**config.mk**
```make
export PLATFORM = sky130hd
export DESIGN_NAME = fpd_decoder
export DESIGN_NICKNAME = d
export VERILOG_FILES = /design/src/verilog/fpd_pkg.sv /design/src/verilog/fpd_decoder.sv
export VERILOG_INCLUDE_DIRS = /design/src /design/src/verilog
export SDC_FILE = /design/constraint.sdc
export NUM_CORES = 1
export LEC_CHECK = 0
export BUFFER_PORTS_ARGS = -buffer_cell sky130_fd_sc_hd__buf_2
export CORE_MARGIN = 4
export CORE_UTILIZATION = 51
export DETAILED_ROUTE_END_ITERATION = 10
export GPL_ROUTABILITY_DRIVEN = 0
export PLACE_DENSITY = 0.84
export SYNTH_ARGS = -nofsm -noshare
export SYNTH_HDL_FRONTEND = slang
export SYNTH_SLANG_ARGS = --single-unit
```
**constraint.sdc**
```tcl
create_clock -name clk -period 3 [get_ports clk]
set_clock_uncertainty 0.1 [all_clocks]
set_input_delay 0.15 -clock clk [delete_from_list [all_inputs] [get_ports clk]]
set_output_delay 0.15 -clock clk [all_outputs]
set_load 0.005 [all_outputs]
```
**src/verilog/fpd_params.svh**
```systemverilog
`ifndef FPD_PARAMS_SVH
`define FPD_PARAMS_SVH

// Primary opcode values
`define FPD_OP_CALL      6'h00
`define FPD_OP_VRES_LO   6'h01
`define FPD_OP_VRES_HI   6'h07
`define FPD_OP_INT_ARITH 6'h10
`define FPD_OP_INT_LOGIC 6'h11
`define FPD_OP_INT_SHIFT 6'h12
`define FPD_OP_INT_MUL   6'h13
`define FPD_OP_ITOF      6'h14
`define FPD_OP_LEGACY    6'h15
`define FPD_OP_IEEE      6'h16
`define FPD_OP_INDEP     6'h17
`define FPD_OP_MISC      6'h18
`define FPD_OP_FW19      6'h19
`define FPD_OP_JUMP      6'h1A
`define FPD_OP_FW1B      6'h1B
`define FPD_OP_FTOI      6'h1C
`define FPD_OP_FW1D      6'h1D
`define FPD_OP_FW1E      6'h1E
`define FPD_OP_FW1F      6'h1F

// Instruction field positions
`define FPD_OPC_HI 31
`define FPD_OPC_LO 26
`define FPD_FN_HI  15
`define FPD_FN_LO  5
`define FPD_CALL_HI 25

// Legacy qualifier bits inside the function code
`define FPD_QB_SOFT  10
`define FPD_QB_UNDER 8
`define FPD_QB_NOCHP 7
`define FPD_QB_RSVD  9
`define FPD_LB_HI    6

// Legacy base codes (low byte, unchopped form)
`define FPD_LB_SADD  8'h80
`define FPD_LB_SSUB  8'h81
`define FPD_LB_SMUL  8'h82
`define FPD_LB_SDIV  8'h83
`define FPD_LB_SROOT 8'h8A
`define FPD_LB_DTOG  8'h9E
`define FPD_LB_DADD  8'hA0
`define FPD_LB_DSUB  8'hA1
`define FPD_LB_DMUL  8'hA2
`define FPD_LB_DDIV  8'hA3
`define FPD_LB_CEQ   8'hA5
`define FPD_LB_CLT   8'hA6
`define FPD_LB_CLE   8'hA7
`define FPD_LB_DROOT 8'hAA
`define FPD_LB_GTOF  8'hAC
`define FPD_LB_GTOD  8'hAD
`define FPD_LB_GTOQ  8'hAF
`define FPD_LB_QTOF  8'hBC
`define FPD_LB_QTOG  8'hBE

// Independent group codes
`define FPD_IF_COPY   11'h020
`define FPD_IF_COPYN  11'h021
`define FPD_IF_COPYE  11'h022
`define FPD_IF_LTOQ   11'h010
`define FPD_IF_QTOL   11'h030
`define FPD_IF_QTOLV  11'h130
`define FPD_IF_QTOLSV 11'h530
`define FPD_IF_MVEQ   11'h02A
`define FPD_IF_MVLT   11'h02C
`define FPD_IF_MVGE   11'h02D
`define FPD_IF_MVLE   11'h02E
`define FPD_IF_MVGT   11'h02F
`define FPD_IF_RDFC   11'h025
`define FPD_IF_WRFC   11'h024

// Call function codes
`define FPD_CF_HALT  26'h0000000
`define FPD_CF_DRAIN 26'h0000002
`define FPD_CF_BARRIER 26'h0000086

`endif

```
**src/verilog/fpd_pkg.sv**
```systemverilog
package fpd_pkg;

  typedef enum logic [3:0] {
    CLS_CALL, CLS_VENDOR_RES, CLS_FW_RES, CLS_INT_ARITH, CLS_INT_LOGIC, CLS_INT_SHIFT,
    CLS_INT_MUL, CLS_ITOF, CLS_LEGACY_FP, CLS_IEEE_FP, CLS_INDEP_FP, CLS_MISC, CLS_JUMP,
    CLS_FTOI, CLS_OTHER
  } fpd_class_t;

  typedef enum logic [4:0] {
    OP_NONE, OP_LEG_SADD, OP_LEG_SSUB, OP_LEG_SMUL, OP_LEG_SDIV, OP_LEG_SROOT,
    OP_LEG_DADD, OP_LEG_DSUB, OP_LEG_DMUL, OP_LEG_DDIV, OP_LEG_DROOT,
    OP_LEG_CEQ, OP_LEG_CLT, OP_LEG_CLE, OP_CVT_DTOG, OP_CVT_GTOD, OP_CVT_GTOF,
    OP_CVT_GTOQ, OP_CVT_QTOF, OP_CVT_QTOG, OP_COPY_SIGN, OP_COPY_NEG, OP_COPY_EXP,
    OP_CVT_LTOQ, OP_CVT_QTOL, OP_MV_EQ, OP_MV_LT, OP_MV_GE, OP_MV_LE, OP_MV_GT,
    OP_RD_FCTL, OP_WR_FCTL
  } fpd_op_t;

  typedef enum logic [1:0] {
    CALL_NONE, CALL_HALT, CALL_DRAIN, CALL_BARRIER
  } fpd_call_t;

  typedef struct packed {
    logic chopped;
    logic underflow;
    logic overflow;
    logic software;
  } fpd_qual_t;

  typedef struct packed {
    logic valid;
    fpd_class_t cls;
    fpd_op_t op;
    fpd_qual_t qual;
    fpd_call_t call;
    logic privileged;
    logic illegal;
  } fpd_dec_t;

endpackage : fpd_pkg

```
**src/verilog/fpd_decoder.sv**
```systemverilog
`timescale 1ns/1ns
`default_nettype none
`include "fpd_params.svh"

module fpd_decoder
  import fpd_pkg::*;
(
  // Clock and reset
  input wire logic clk,
  input wire logic sys_rst,
  // From fetch
  input wire logic instrValid,
  input wire logic [31:0] instrWord,
  // To execution and trap logic
  output fpd_dec_t decOut
);

  // Legacy operation from the unchopped low byte
  function automatic fpd_op_t legacyOp(input logic [7:0] lb);
    case (lb)
      `FPD_LB_SADD: legacyOp = OP_LEG_SADD;
      `FPD_LB_SSUB: legacyOp = OP_LEG_SSUB;
      `FPD_LB_SMUL: legacyOp = OP_LEG_SMUL;
      `FPD_LB_SDIV: legacyOp = OP_LEG_SDIV;
      `FPD_LB_SROOT: legacyOp = OP_LEG_SROOT;
      `FPD_LB_DTOG: legacyOp = OP_CVT_DTOG;
      `FPD_LB_DADD: legacyOp = OP_LEG_DADD;
      `FPD_LB_DSUB: legacyOp = OP_LEG_DSUB;
      `FPD_LB_DMUL: legacyOp = OP_LEG_DMUL;
      `FPD_LB_DDIV: legacyOp = OP_LEG_DDIV;
      `FPD_LB_CEQ: legacyOp = OP_LEG_CEQ;
      `FPD_LB_CLT: legacyOp = OP_LEG_CLT;
      `FPD_LB_CLE: legacyOp = OP_LEG_CLE;
      `FPD_LB_DROOT: legacyOp = OP_LEG_DROOT;
      `FPD_LB_GTOF: legacyOp = OP_CVT_GTOF;
      `FPD_LB_GTOD: legacyOp = OP_CVT_GTOD;
      `FPD_LB_GTOQ: legacyOp = OP_CVT_GTOQ;
      `FPD_LB_QTOF: legacyOp = OP_CVT_QTOF;
      `FPD_LB_QTOG: legacyOp = OP_CVT_QTOG;
      default: legacyOp = OP_NONE;
    endcase
  endfunction : legacyOp

  logic [5:0] opc;
  logic [10:0] fn;
  logic [7:0] lowByte;
  logic softQ;
  logic underQ;
  logic chopQ;
  fpd_class_t clsD;
  fpd_op_t opD;
  fpd_qual_t qualD;
  fpd_call_t callD;
  logic privD;
  logic illD;
  fpd_dec_t dec_q;

  assign opc = instrWord[`FPD_OPC_HI:`FPD_OPC_LO];
  assign fn = instrWord[`FPD_FN_HI:`FPD_FN_LO];
  assign softQ = fn[`FPD_QB_SOFT];
  assign underQ = fn[`FPD_QB_UNDER];
  assign chopQ = ~fn[`FPD_QB_NOCHP];
  // Restore the unchopped code so one table serves both forms
  assign lowByte = {1'b1, fn[`FPD_LB_HI:0]};

  // Primary opcode classification
  always_comb begin
    clsD = CLS_OTHER;
    case (opc)
      `FPD_OP_CALL: clsD = CLS_CALL;
      `FPD_OP_INT_ARITH: clsD = CLS_INT_ARITH;
      `FPD_OP_INT_LOGIC: clsD = CLS_INT_LOGIC;
      `FPD_OP_INT_SHIFT: clsD = CLS_INT_SHIFT;
      `FPD_OP_INT_MUL: clsD = CLS_INT_MUL;
      `FPD_OP_ITOF: clsD = CLS_ITOF;
      `FPD_OP_LEGACY: clsD = CLS_LEGACY_FP;
      `FPD_OP_IEEE: clsD = CLS_IEEE_FP;
      `FPD_OP_INDEP: clsD = CLS_INDEP_FP;
      `FPD_OP_MISC: clsD = CLS_MISC;
      `FPD_OP_JUMP: clsD = CLS_JUMP;
      `FPD_OP_FTOI: clsD = CLS_FTOI;
      `FPD_OP_FW19, `FPD_OP_FW1B, `FPD_OP_FW1D, `FPD_OP_FW1E, `FPD_OP_FW1F: clsD = CLS_FW_RES;
      default: begin
        if (opc >= `FPD_OP_VRES_LO && opc <= `FPD_OP_VRES_HI) begin
          clsD = CLS_VENDOR_RES;
        end
      end
    endcase
  end

  // Operation, qualifier and legality decode
  always_comb begin
    opD = OP_NONE;
    qualD = '0;
    callD = CALL_NONE;
    privD = 1'b0;
    illD = 1'b0;
    case (clsD)
      CLS_VENDOR_RES, CLS_FW_RES: begin
        illD = 1'b1;
      end
      CLS_CALL: begin
        case (instrWord[`FPD_CALL_HI:0])
          `FPD_CF_HALT: begin
            callD = CALL_HALT;
            privD = 1'b1;
          end
          `FPD_CF_DRAIN: begin
            callD = CALL_DRAIN;
            privD = 1'b1;
          end
          `FPD_CF_BARRIER: callD = CALL_BARRIER;
          default: callD = CALL_NONE;
        endcase
      end
      CLS_LEGACY_FP: begin
        // Reserved bit is never set in a legacy code
        opD = fn[`FPD_QB_RSVD] ? OP_NONE : legacyOp(lowByte);
        qualD.software = softQ;
        qualD.chopped = chopQ;
        case (opD)
          OP_LEG_CEQ, OP_LEG_CLT, OP_LEG_CLE: begin
            if (chopQ || underQ) begin
              opD = OP_NONE;
            end
          end
          OP_CVT_QTOF, OP_CVT_QTOG: begin
            if (softQ || underQ) begin
              opD = OP_NONE;
            end
          end
          OP_CVT_GTOQ: qualD.overflow = underQ;
          OP_NONE: opD = OP_NONE;
          default: qualD.underflow = underQ;
        endcase
        illD = (opD == OP_NONE);
        if (illD) begin
          qualD = '0;
        end
      end
      CLS_INDEP_FP: begin
        case (fn)
          `FPD_IF_COPY: opD = OP_COPY_SIGN;
          `FPD_IF_COPYN: opD = OP_COPY_NEG;
          `FPD_IF_COPYE: opD = OP_COPY_EXP;
          `FPD_IF_LTOQ: opD = OP_CVT_LTOQ;
          `FPD_IF_QTOL: opD = OP_CVT_QTOL;
          `FPD_IF_QTOLV: begin
            opD = OP_CVT_QTOL;
            qualD.overflow = 1'b1;
          end
          `FPD_IF_QTOLSV: begin
            opD = OP_CVT_QTOL;
            qualD.overflow = 1'b1;
            qualD.software = 1'b1;
          end
          `FPD_IF_MVEQ: opD = OP_MV_EQ;
          `FPD_IF_MVLT: opD = OP_MV_LT;
          `FPD_IF_MVGE: opD = OP_MV_GE;
          `FPD_IF_MVLE: opD = OP_MV_LE;
          `FPD_IF_MVGT: opD = OP_MV_GT;
          `FPD_IF_RDFC: opD = OP_RD_FCTL;
          `FPD_IF_WRFC: opD = OP_WR_FCTL;
          default: illD = 1'b1;
        endcase
      end
      default: opD = OP_NONE;
    endcase
  end

  // Registered decode result, one cycle after the word
  always_ff @(posedge clk) begin
    if (sys_rst) begin
      dec_q <= '0;
    end else begin
      dec_q.valid <= instrValid;
      dec_q.cls <= clsD;
      dec_q.op <= opD;
      dec_q.qual <= qualD;
      dec_q.call <= callD;
      dec_q.privileged <= privD;
      dec_q.illegal <= instrValid & illD;
    end
  end

  assign decOut = dec_q;

  a_legacy_group: assert property (@(posedge clk) disable iff (sys_rst)
    instrValid && opc == `FPD_OP_LEGACY |=> decOut.cls == CLS_LEGACY_FP)
    else $error("legacy opcode not classed");
  a_add_chop_under: assert property (@(posedge clk) disable iff (sys_rst)
    instrValid && opc == `FPD_OP_LEGACY && fn == 11'h500 |=>
      decOut.op == OP_LEG_SADD && decOut.qual == 4'hD && !decOut.illegal)
    else $error("single add software underflow chopped wrong");
  a_add_plain: assert property (@(posedge clk) disable iff (sys_rst)
    instrValid && opc == `FPD_OP_LEGACY && fn == 11'h080 |=> decOut.op == OP_LEG_SADD && decOut.qual == 4'h0)
    else $error("single add unqualified wrong");
  a_mul_under: assert property (@(posedge clk) disable iff (sys_rst)
    instrValid && opc == `FPD_OP_LEGACY && fn == 11'h182 |=> decOut.op == OP_LEG_SMUL && decOut.qual.underflow)
    else $error("single multiply underflow wrong");
  a_sub_plain: assert property (@(posedge clk) disable iff (sys_rst)
    instrValid && opc == `FPD_OP_LEGACY && fn == 11'h081 |=> decOut.op == OP_LEG_SSUB && decOut.qual == 4'h0)
    else $error("single subtract unqualified wrong");
  a_div_full_qual: assert property (@(posedge clk) disable iff (sys_rst)
    instrValid && opc == `FPD_OP_LEGACY && fn == 11'h523 |=> decOut.op == OP_LEG_DDIV && decOut.qual == 4'hD)
    else $error("double divide qualifiers wrong");
  a_root_decode: assert property (@(posedge clk) disable iff (sys_rst)
    instrValid && opc == `FPD_OP_LEGACY && fn == 11'h02A |=> decOut.op == OP_LEG_DROOT && decOut.qual.chopped)
    else $error("double root chopped wrong");
  a_root_single: assert property (@(posedge clk) disable iff (sys_rst)
    instrValid && opc == `FPD_OP_LEGACY && fn == 11'h08A |=> decOut.op == OP_LEG_SROOT && decOut.qual == 4'h0)
    else $error("single root unqualified wrong");
  a_compare_qual: assert property (@(posedge clk) disable iff (sys_rst)
    instrValid && opc == `FPD_OP_LEGACY && fn == 11'h025 |=> decOut.illegal)
    else $error("chopped compare not illegal");
  a_compare_soft: assert property (@(posedge clk) disable iff (sys_rst)
    instrValid && opc == `FPD_OP_LEGACY && fn == 11'h4A7 |=>
      decOut.op == OP_LEG_CLE && decOut.qual == 4'h1 && !decOut.illegal)
    else $error("software compare wrong");
  a_cvt_gd: assert property (@(posedge clk) disable iff (sys_rst)
    instrValid && opc == `FPD_OP_LEGACY && fn == 11'h52D |=> decOut.op == OP_CVT_GTOD)
    else $error("g to d conversion wrong");
  a_cvt_dg: assert property (@(posedge clk) disable iff (sys_rst)
    instrValid && opc == `FPD_OP_LEGACY && fn == 11'h19E |=> decOut.op == OP_CVT_DTOG && decOut.qual == 4'h4)
    else $error("d to g underflow conversion wrong");
  a_quad_single: assert property (@(posedge clk) disable iff (sys_rst)
    instrValid && opc == `FPD_OP_LEGACY && fn == 11'h4BC |=> decOut.illegal)
    else $error("software quad conversion not illegal");
  a_quad_chop: assert property (@(posedge clk) disable iff (sys_rst)
    instrValid && opc == `FPD_OP_LEGACY && fn == 11'h03E |=>
      decOut.op == OP_CVT_QTOG && decOut.qual == 4'h8 && !decOut.illegal)
    else $error("chopped quad conversion wrong");
  a_gtoq_ovf: assert property (@(posedge clk) disable iff (sys_rst)
    instrValid && opc == `FPD_OP_LEGACY && fn == 11'h12F |=>
      decOut.op == OP_CVT_GTOQ && decOut.qual.overflow && !decOut.qual.underflow)
    else $error("overflow qualifier wrong");
  a_indep_group: assert property (@(posedge clk) disable iff (sys_rst)
    instrValid && opc == `FPD_OP_INDEP |=> decOut.cls == CLS_INDEP_FP)
    else $error("independent opcode not classed");
  a_copy_negated: assert property (@(posedge clk) disable iff (sys_rst)
    instrValid && opc == `FPD_OP_INDEP && fn == `FPD_IF_COPYN |=> decOut.op == OP_COPY_NEG)
    else $error("negated copy sign wrong");
  a_qtol_sv: assert property (@(posedge clk) disable iff (sys_rst)
    instrValid && opc == `FPD_OP_INDEP && fn == `FPD_IF_QTOLSV |=> decOut.op == OP_CVT_QTOL && decOut.qual == 4'h3)
    else $error("quad to long software overflow wrong");
  a_ltoq_plain: assert property (@(posedge clk) disable iff (sys_rst)
    instrValid && opc == `FPD_OP_INDEP && fn == `FPD_IF_LTOQ |=> decOut.op == OP_CVT_LTOQ)
    else $error("long to quad conversion wrong");
  a_cond_move: assert property (@(posedge clk) disable iff (sys_rst)
    instrValid && opc == `FPD_OP_INDEP && fn == `FPD_IF_MVGT |=> decOut.op == OP_MV_GT)
    else $error("move if greater wrong");
  a_fctl_write: assert property (@(posedge clk) disable iff (sys_rst)
    instrValid && opc == `FPD_OP_INDEP && fn == `FPD_IF_WRFC |=> decOut.op == OP_WR_FCTL)
    else $error("control register write wrong");
  a_other_class: assert property (@(posedge clk) disable iff (sys_rst)
    instrValid && opc == 6'h3F |=> decOut.cls == CLS_OTHER && !decOut.illegal)
    else $error("top opcode class wrong");
  a_int_groups: assert property (@(posedge clk) disable iff (sys_rst)
    instrValid && opc == `FPD_OP_INT_SHIFT |=> decOut.cls == CLS_INT_SHIFT)
    else $error("shift group wrong");
  a_ieee_class: assert property (@(posedge clk) disable iff (sys_rst)
    instrValid && opc == `FPD_OP_IEEE |=> decOut.cls == CLS_IEEE_FP && decOut.op == OP_NONE && !decOut.illegal)
    else $error("ieee group class wrong");
  a_jump_class: assert property (@(posedge clk) disable iff (sys_rst)
    instrValid && opc == `FPD_OP_JUMP |=> decOut.cls == CLS_JUMP)
    else $error("jump group class wrong");
  a_fw_reserved: assert property (@(posedge clk) disable iff (sys_rst)
    instrValid && (opc == `FPD_OP_FW19 || opc == `FPD_OP_FW1E) |=> decOut.cls == CLS_FW_RES && decOut.illegal)
    else $error("firmware opcode not reserved");
  a_vendor_res: assert property (@(posedge clk) disable iff (sys_rst)
    instrValid && opc >= `FPD_OP_VRES_LO && opc <= `FPD_OP_VRES_HI |=> decOut.cls == CLS_VENDOR_RES && decOut.illegal)
    else $error("vendor opcode not reserved");
  a_call_field: assert property (@(posedge clk) disable iff (sys_rst)
    instrValid && opc == `FPD_OP_CALL && instrWord[`FPD_CALL_HI:0] == 26'h2000086 |=> decOut.call == CALL_NONE)
    else $error("call field not fully decoded");
  a_call_priv: assert property (@(posedge clk) disable iff (sys_rst)
    instrValid && opc == `FPD_OP_CALL && instrWord[`FPD_CALL_HI:0] == `FPD_CF_BARRIER |=>
      decOut.call == CALL_BARRIER && !decOut.privileged)
    else $error("barrier call decode wrong");
  a_ill_gated: assert property (@(posedge clk) disable iff (sys_rst)
    !instrValid |=> !decOut.illegal)
    else $error("illegal flag without valid word");
  a_unlisted_fn: assert property (@(posedge clk) disable iff (sys_rst)
    instrValid && opc == `FPD_OP_LEGACY && fn[`FPD_QB_RSVD] |=> decOut.illegal && decOut.op == OP_NONE)
    else $error("unlisted legacy code not illegal");

endmodule : fpd_decoder
`default_nettype wire

```
## Yosys cells after proc, flatten, opt, wreduce, memory -nomap -nowiden

Cells that the tools add are included.

| storage, ports and cells | value |
|---|---|
| flip-flop bits (word level) | 18 |
| output and inout bits | 18 |

| cells by class | value |
|---|---|
| magnitude comparators | 2 |
| equality and inequality tests | 60 |
| muxes and demuxes | 20 |
| bitwise logic cells | 4 |
| reductions and logical operators | 20 |

Operators by type and width:

| kind | count |
|---|---|
| 11-bit by 6-bit == test with 1-bit output, second input constant | 11 |
| 6-bit by 5-bit == test with 1-bit output, second input constant | 16 |
| 5-bit case mux with 19 select lines | 1 |
| 7-bit by 6-bit == test with 1-bit output, second input constant | 13 |
| 5-bit case mux with 12 select lines | 1 |
| 4-bit case mux with 13 select lines | 1 |
| 26-bit by 2-bit == test with 1-bit output, second input constant | 1 |
| 26-bit by 8-bit == test with 1-bit output, second input constant | 1 |
| 26-bit logical NOT | 1 |
| 5-bit two-way mux | 5 |
| 5-bit by 4-bit == test with 1-bit output, second input constant | 3 |
| 5-bit == test, second input constant | 3 |
| 5-bit case mux with 3 select lines | 1 |
| 7-bit by 2-bit == test with 1-bit output, second input constant | 2 |
| 14-bit OR reduction | 1 |
| 11-bit == test, second input constant | 1 |
| 11-bit by 5-bit == test with 1-bit output, second input constant | 1 |
| 11-bit by 9-bit == test with 1-bit output, second input constant | 1 |
| 5-bit logical NOT | 2 |
| 5-bit case mux with 2 select lines | 1 |
| 10-bit OR reduction | 1 |
| 2-bit OR reduction | 5 |
| 3-bit OR reduction | 3 |
| 4-bit == test, second input constant | 2 |
| other kinds (21) | 28 |

## Depth between registers and ports, before layout

| depth | value |
|---|---|
| depth in word-level cells | 14 |
| mapped depth | 10 |

## Worst setup path before layout

Ideal clock, no wire load.

| path | value |
|---|---|
| kind | input to register |
| start point | input instrWord[7] |
| end point | register dec_q (netlist bit decOut[11]) |
| data arrival time | 1972 ps |
| data required time | 2766 ps |
| path slack | 795 ps |
| stages | 8 |
| path buffers | 1 |
| path through | buf_2 > or4_1 > a311oi_2 > a311oi_4 > nor4_2 > o21ai_4 > a21oi_4 > o41ai_2 |

| between the ends | value |
|---|---|
| cells in the longest elaborated chain, start to end | 9 |

RTL lines:

| item | RTL line | RTL |
|---|---|---|
| start: declaration | fpd_decoder.sv:13 | `input wire logic [31:0] instrWord,` |
| 7-bit by 6-bit == test with 1-bit output (tied with other cells) | fpd_decoder.sv:20 | `case (lb)` |
| 5-bit case mux with 19 select lines | fpd_decoder.sv:20 |  |
| 5-bit two-way mux | fpd_decoder.sv:98 | `case (clsD)` |
| 5-bit two-way mux | fpd_decoder.sv:118 | `` opD = fn[`FPD_QB_RSVD] ? OP_NONE : legacyOp(lowByte); `` |
| 5-bit by 4-bit == test with 1-bit output / 5-bit == test (equally long branches) | fpd_decoder.sv:121 | `case (opD)` |
| 3-bit OR reduction / 2-bit OR reduction (equally long branches) | fpd_decoder.sv:121 |  |
| 5-bit case mux with 3 select lines | fpd_decoder.sv:121 |  |
| 5-bit two-way mux | fpd_decoder.sv:98 |  |
| 5-bit case mux with 2 select lines (*) | fpd_decoder.sv:98 |  |
| end: declaration | fpd_decoder.sv:56 | `fpd_dec_t dec_q;` |

Every way passes the cells marked *; elsewhere a longest branch is shown, timed or not. The select of a mux whose other input is x is not followed.
A chain may end at the register's enable or synchronous reset.

## Worst setup path after layout

| path | value |
|---|---|
| start point | input instrWord[7] |
| end point | register dec_q (netlist bit decOut[9]) |

The elaborated chain is that of the path after synthesis.

==> key figures <==
Status
  • Status: complete, but fails checks
  • Violated checks: negative hold slack

STA
  • Sum of negative setup slack: 0 ps
  • RSZ-0062 raised after global routing: false
  • Fmax: between 0.4 and 0.5 GHz
  • Final period utilization: 72.2%
  • Final Hold Violating Endpoints: 1
  • Max transition margin: approximately three fifths
  • Final setup fails: 0
  • Worst slew pin tran: 570 ps
  • Fin. max-slew vios: 0
  • Hold Slack: -2.68 ps
  • Fin crit period: around 2200 ps

Die
  • Initial Util: between 50% and 60%
  • Die Area: around 4100 um2
  • Site Rows: 19
  • I/O pins: 53
  • Area of the core: between 2000 and 3000 um2
  • Die H: 63.6 um
  • Die width: between 60 and 70 um

Routing
  • Antenna viol nets, final: 0
  • WL/cell: about 15 um
  • Initial DRC Count: between 100 and 150
  • Via total after detailed routing: between 1500 and 2000
  • Vias per std cell: slightly above 6
  • DR pass1 iterations: 5
  • Routed Wire Length: 4120 um
  • # DRC: 0

Final layout
  • Final Cell Area: approximately 1900 um2
  • Layout Cells excl Fill: about 280
  • NumNets Final: around 290
  • Area delta synth->final: 18.2%
  • Layout cells sized above 1: ~27%
  • Max reg flops: 18
  • Inserted Diodes: 0

Worst setup path
  • CP Data Arrival Time: 2240 ps
  • CP Buf/Inv Count: 1
  • Crit path launch: instrWord[7]
  • Critical path, cell by cell: buf_2 -> or4_1 -> a311oi_2 -> a311oi_4 -> nor4_2 -> o21ai_4 -> a21oi_4 -> o32ai_1
  • CP required: 3070 ps
  • Worst path max stage delay: around 560 ps
  • WS Path Type: in -> reg
  • Top delay family on crit path: simple AND/OR/NAND/NOR gates
  • Crit-path slowest cell: or4_1
  • CP Launch Type: primary input
  • Max FO, Critical Path: 27
  • Worst Setup End Kind: register

Clocking
  • Max Root-Sink Buffers: 2
  • CTS root buf: clkbuf_4
  • Cts bufs inserted: 3
  • CTS tree: yes
  • Setup Buffers After CTS: 0
  • Clock sinks: 18
  • Clock-pin slew of the registers on the worst-case setup and hold paths: roughly 100 ps
  • H-tree depth: 1

Synthesis
  • Main combinational cell family by area after synthesis: simple AND/OR/NAND/NOR gates
  • Complex-gate fraction of the synthesized area: a little under a third
  • Mux contribution to synthesized area: less than 1%
  • Synth Area in XOR/XNOR: approximately 3.3%
  • Mapped Area: about 1600 um2
  • Synth area leader: dfxtp_1
  • Synth Instances: between 200 and 250
  • Number of synthesis warnings: 0
  • Top-area cell type share of the netlist area: 22.8%
  • Post-synth top flop: dfxtp_1
  • EDFF count, synth: 0
  • Count of cell types in the netlist: 65
  • Largest cells by area after synthesis: dfxtp_1 (23%), nor2_1 (5.0%), a21oi_1 (4.1%), nand2_1 (4.0%), a311oi_4 (3.3%)
  • Synth Area in Simple Gates: about 33%
  • Average cell area after synthesis: approximately 7.5 um2
  • Syn nets: 245
  • Flops & latches, synth: 18
  • Async set-reset flop share out of synthesis: 0%
  • Post-Synth Adder-Cell Area: 0.634%
  • Sequential fraction of the synthesis area: 22.8%

Power
  • Static Leak: ~0.75 nW
  • Maximum vdd drop: 0.000184 V
  • Pwr Density: around 290 nW/um2

Global route
  • GRT overflow: 0
  • Initial antenna violation count: 0
  • Largest net degree at the start of global routing: 28
  • Vias in the first global route: approximately 1400
  • First-pass GRT wire length: 6710 um
  • GRT Resource Usage Total: about a fifth

Place
  • Cells after DPL: between 200 and 300
  • IO Port Bufs: 52
  • Post-Place Cell Area: between 1500 and 2000 um2
  • Post-DP HPWL: 3130 um

Worst hold path
  • Hold Startpoint: instrWord[15]
  • Hold Crit Class: in -> reg

Flow run
  • Max-Cap Viols: 0
synthesized netlist by cell type, types with 3 or more instances:
| cell | n |
|---|---|
| a21oi_1 | 13 |
| and2_1 | 4 |
| buf_2 | 5 |
| clkbuf_1 | 10 |
| dfxtp_1 | 18 |
| inv_1 | 7 |
| nand2_1 | 17 |
| nand2b_1 | 6 |
| nand3_1 | 8 |
| nor2_1 | 21 |
| nor2b_1 | 3 |
| nor3_1 | 7 |
| nor4_1 | 8 |
| o211ai_1 | 3 |
| o21ai_0 | 5 |
| o21ai_1 | 4 |
| o32ai_1 | 3 |
| or3_1 | 5 |
| or4_1 | 3 |
| xnor2_1 | 5 |
cells by family (layout without fill, tap and decap cells):
kind of cell | Yosys count | in the layout
flops | 18 | 18
buf+inv | 27 | 69
fa+ha+maj | 1 | 1
simple gates | 96 | 96
compound gates | 61 | 61
mux | 1 | 1
xor+xnor | 6 | 6
worst paths after layout:
kind,end,cells after the start,slack (ps)
setup / recovery,decOut[9],8,830
hold / removal,decOut[4],3,-3
timing repair:
action	4_1_cts	5_1_grt
endpoints found under the hold margin	3	0
hold buffers	3	0
resized for setup	0	0
stage by stage:
stage / hold slack (ps) / util (%) / worst slack, ps / total power [mW]
floorplan: 127 / - / 795 / 0.354
global placement: 279 / 63.1 / 576 / 0.397
detailed placement: 287 / 63.1 / 515 / 0.400
CTS: 4.49 / 65.4 / 813 / 0.541
global route: 8.92 / 65.4 / 673 / 0.571
finish: -2.68 / 65.4 / 834 / 0.546
tightest hold or removal path, delay by kind of cell:
kind | cells | cell delay, ps
buf+inv | 1 | 110
simple gates | 1 | 60
compound gates | 1 | 40
power breakdown:
part           internal (mW)  switching, mW  total (mW)
clock network         0.0740         0.0721       0.146
registers              0.244       0.000871       0.244
logic                 0.0620         0.0933       0.155
cell usage in the layout, fill, tap and decap left out, types with 3 or more instances in the layout:
cell	synthesis	final
a21oi_1	13	13
and2_1	4	4
buf_2	5	52
clkbuf_4	0	3
dfxtp_1	18	18
dlygate4sd3_1	0	3
inv_1	7	7
nand2_1	17	17
nand2b_1	6	6
nand3_1	8	8
nor2_1	21	21
nor2b_1	3	3
nor3_1	7	7
nor4_1	8	8
o211ai_1	3	3
o21ai_0	5	5
o21ai_1	4	4
o32ai_1	3	3
or3_1	5	5
or4_1	3	3
xnor2_1	5	5
layer usage:
layer / vias up / global-route usage [%] / share of wire (%)
met5: - / 0 / 0
met4: 0 / 5.93 / 1.8
met3: 10 / 1.78 / 8.0
met2: 86 / 32.3 / 47
met1: 785 / 28.5 / 43
li1: 877 / - / -
area by class of cell:
type | count | area [um2]
Tap cell | 31 | 38.8
Timing Repair Buffer | 56 | 298
Clock buffer | 4 | 36.3
Fill cell | 267 | 986
Inverter | 9 | 33.8
Multi-Input combinational cell | 165 | 1100
Sequential cell | 18 | 360
No activity file was read; power rests on OpenSTA's default activity.
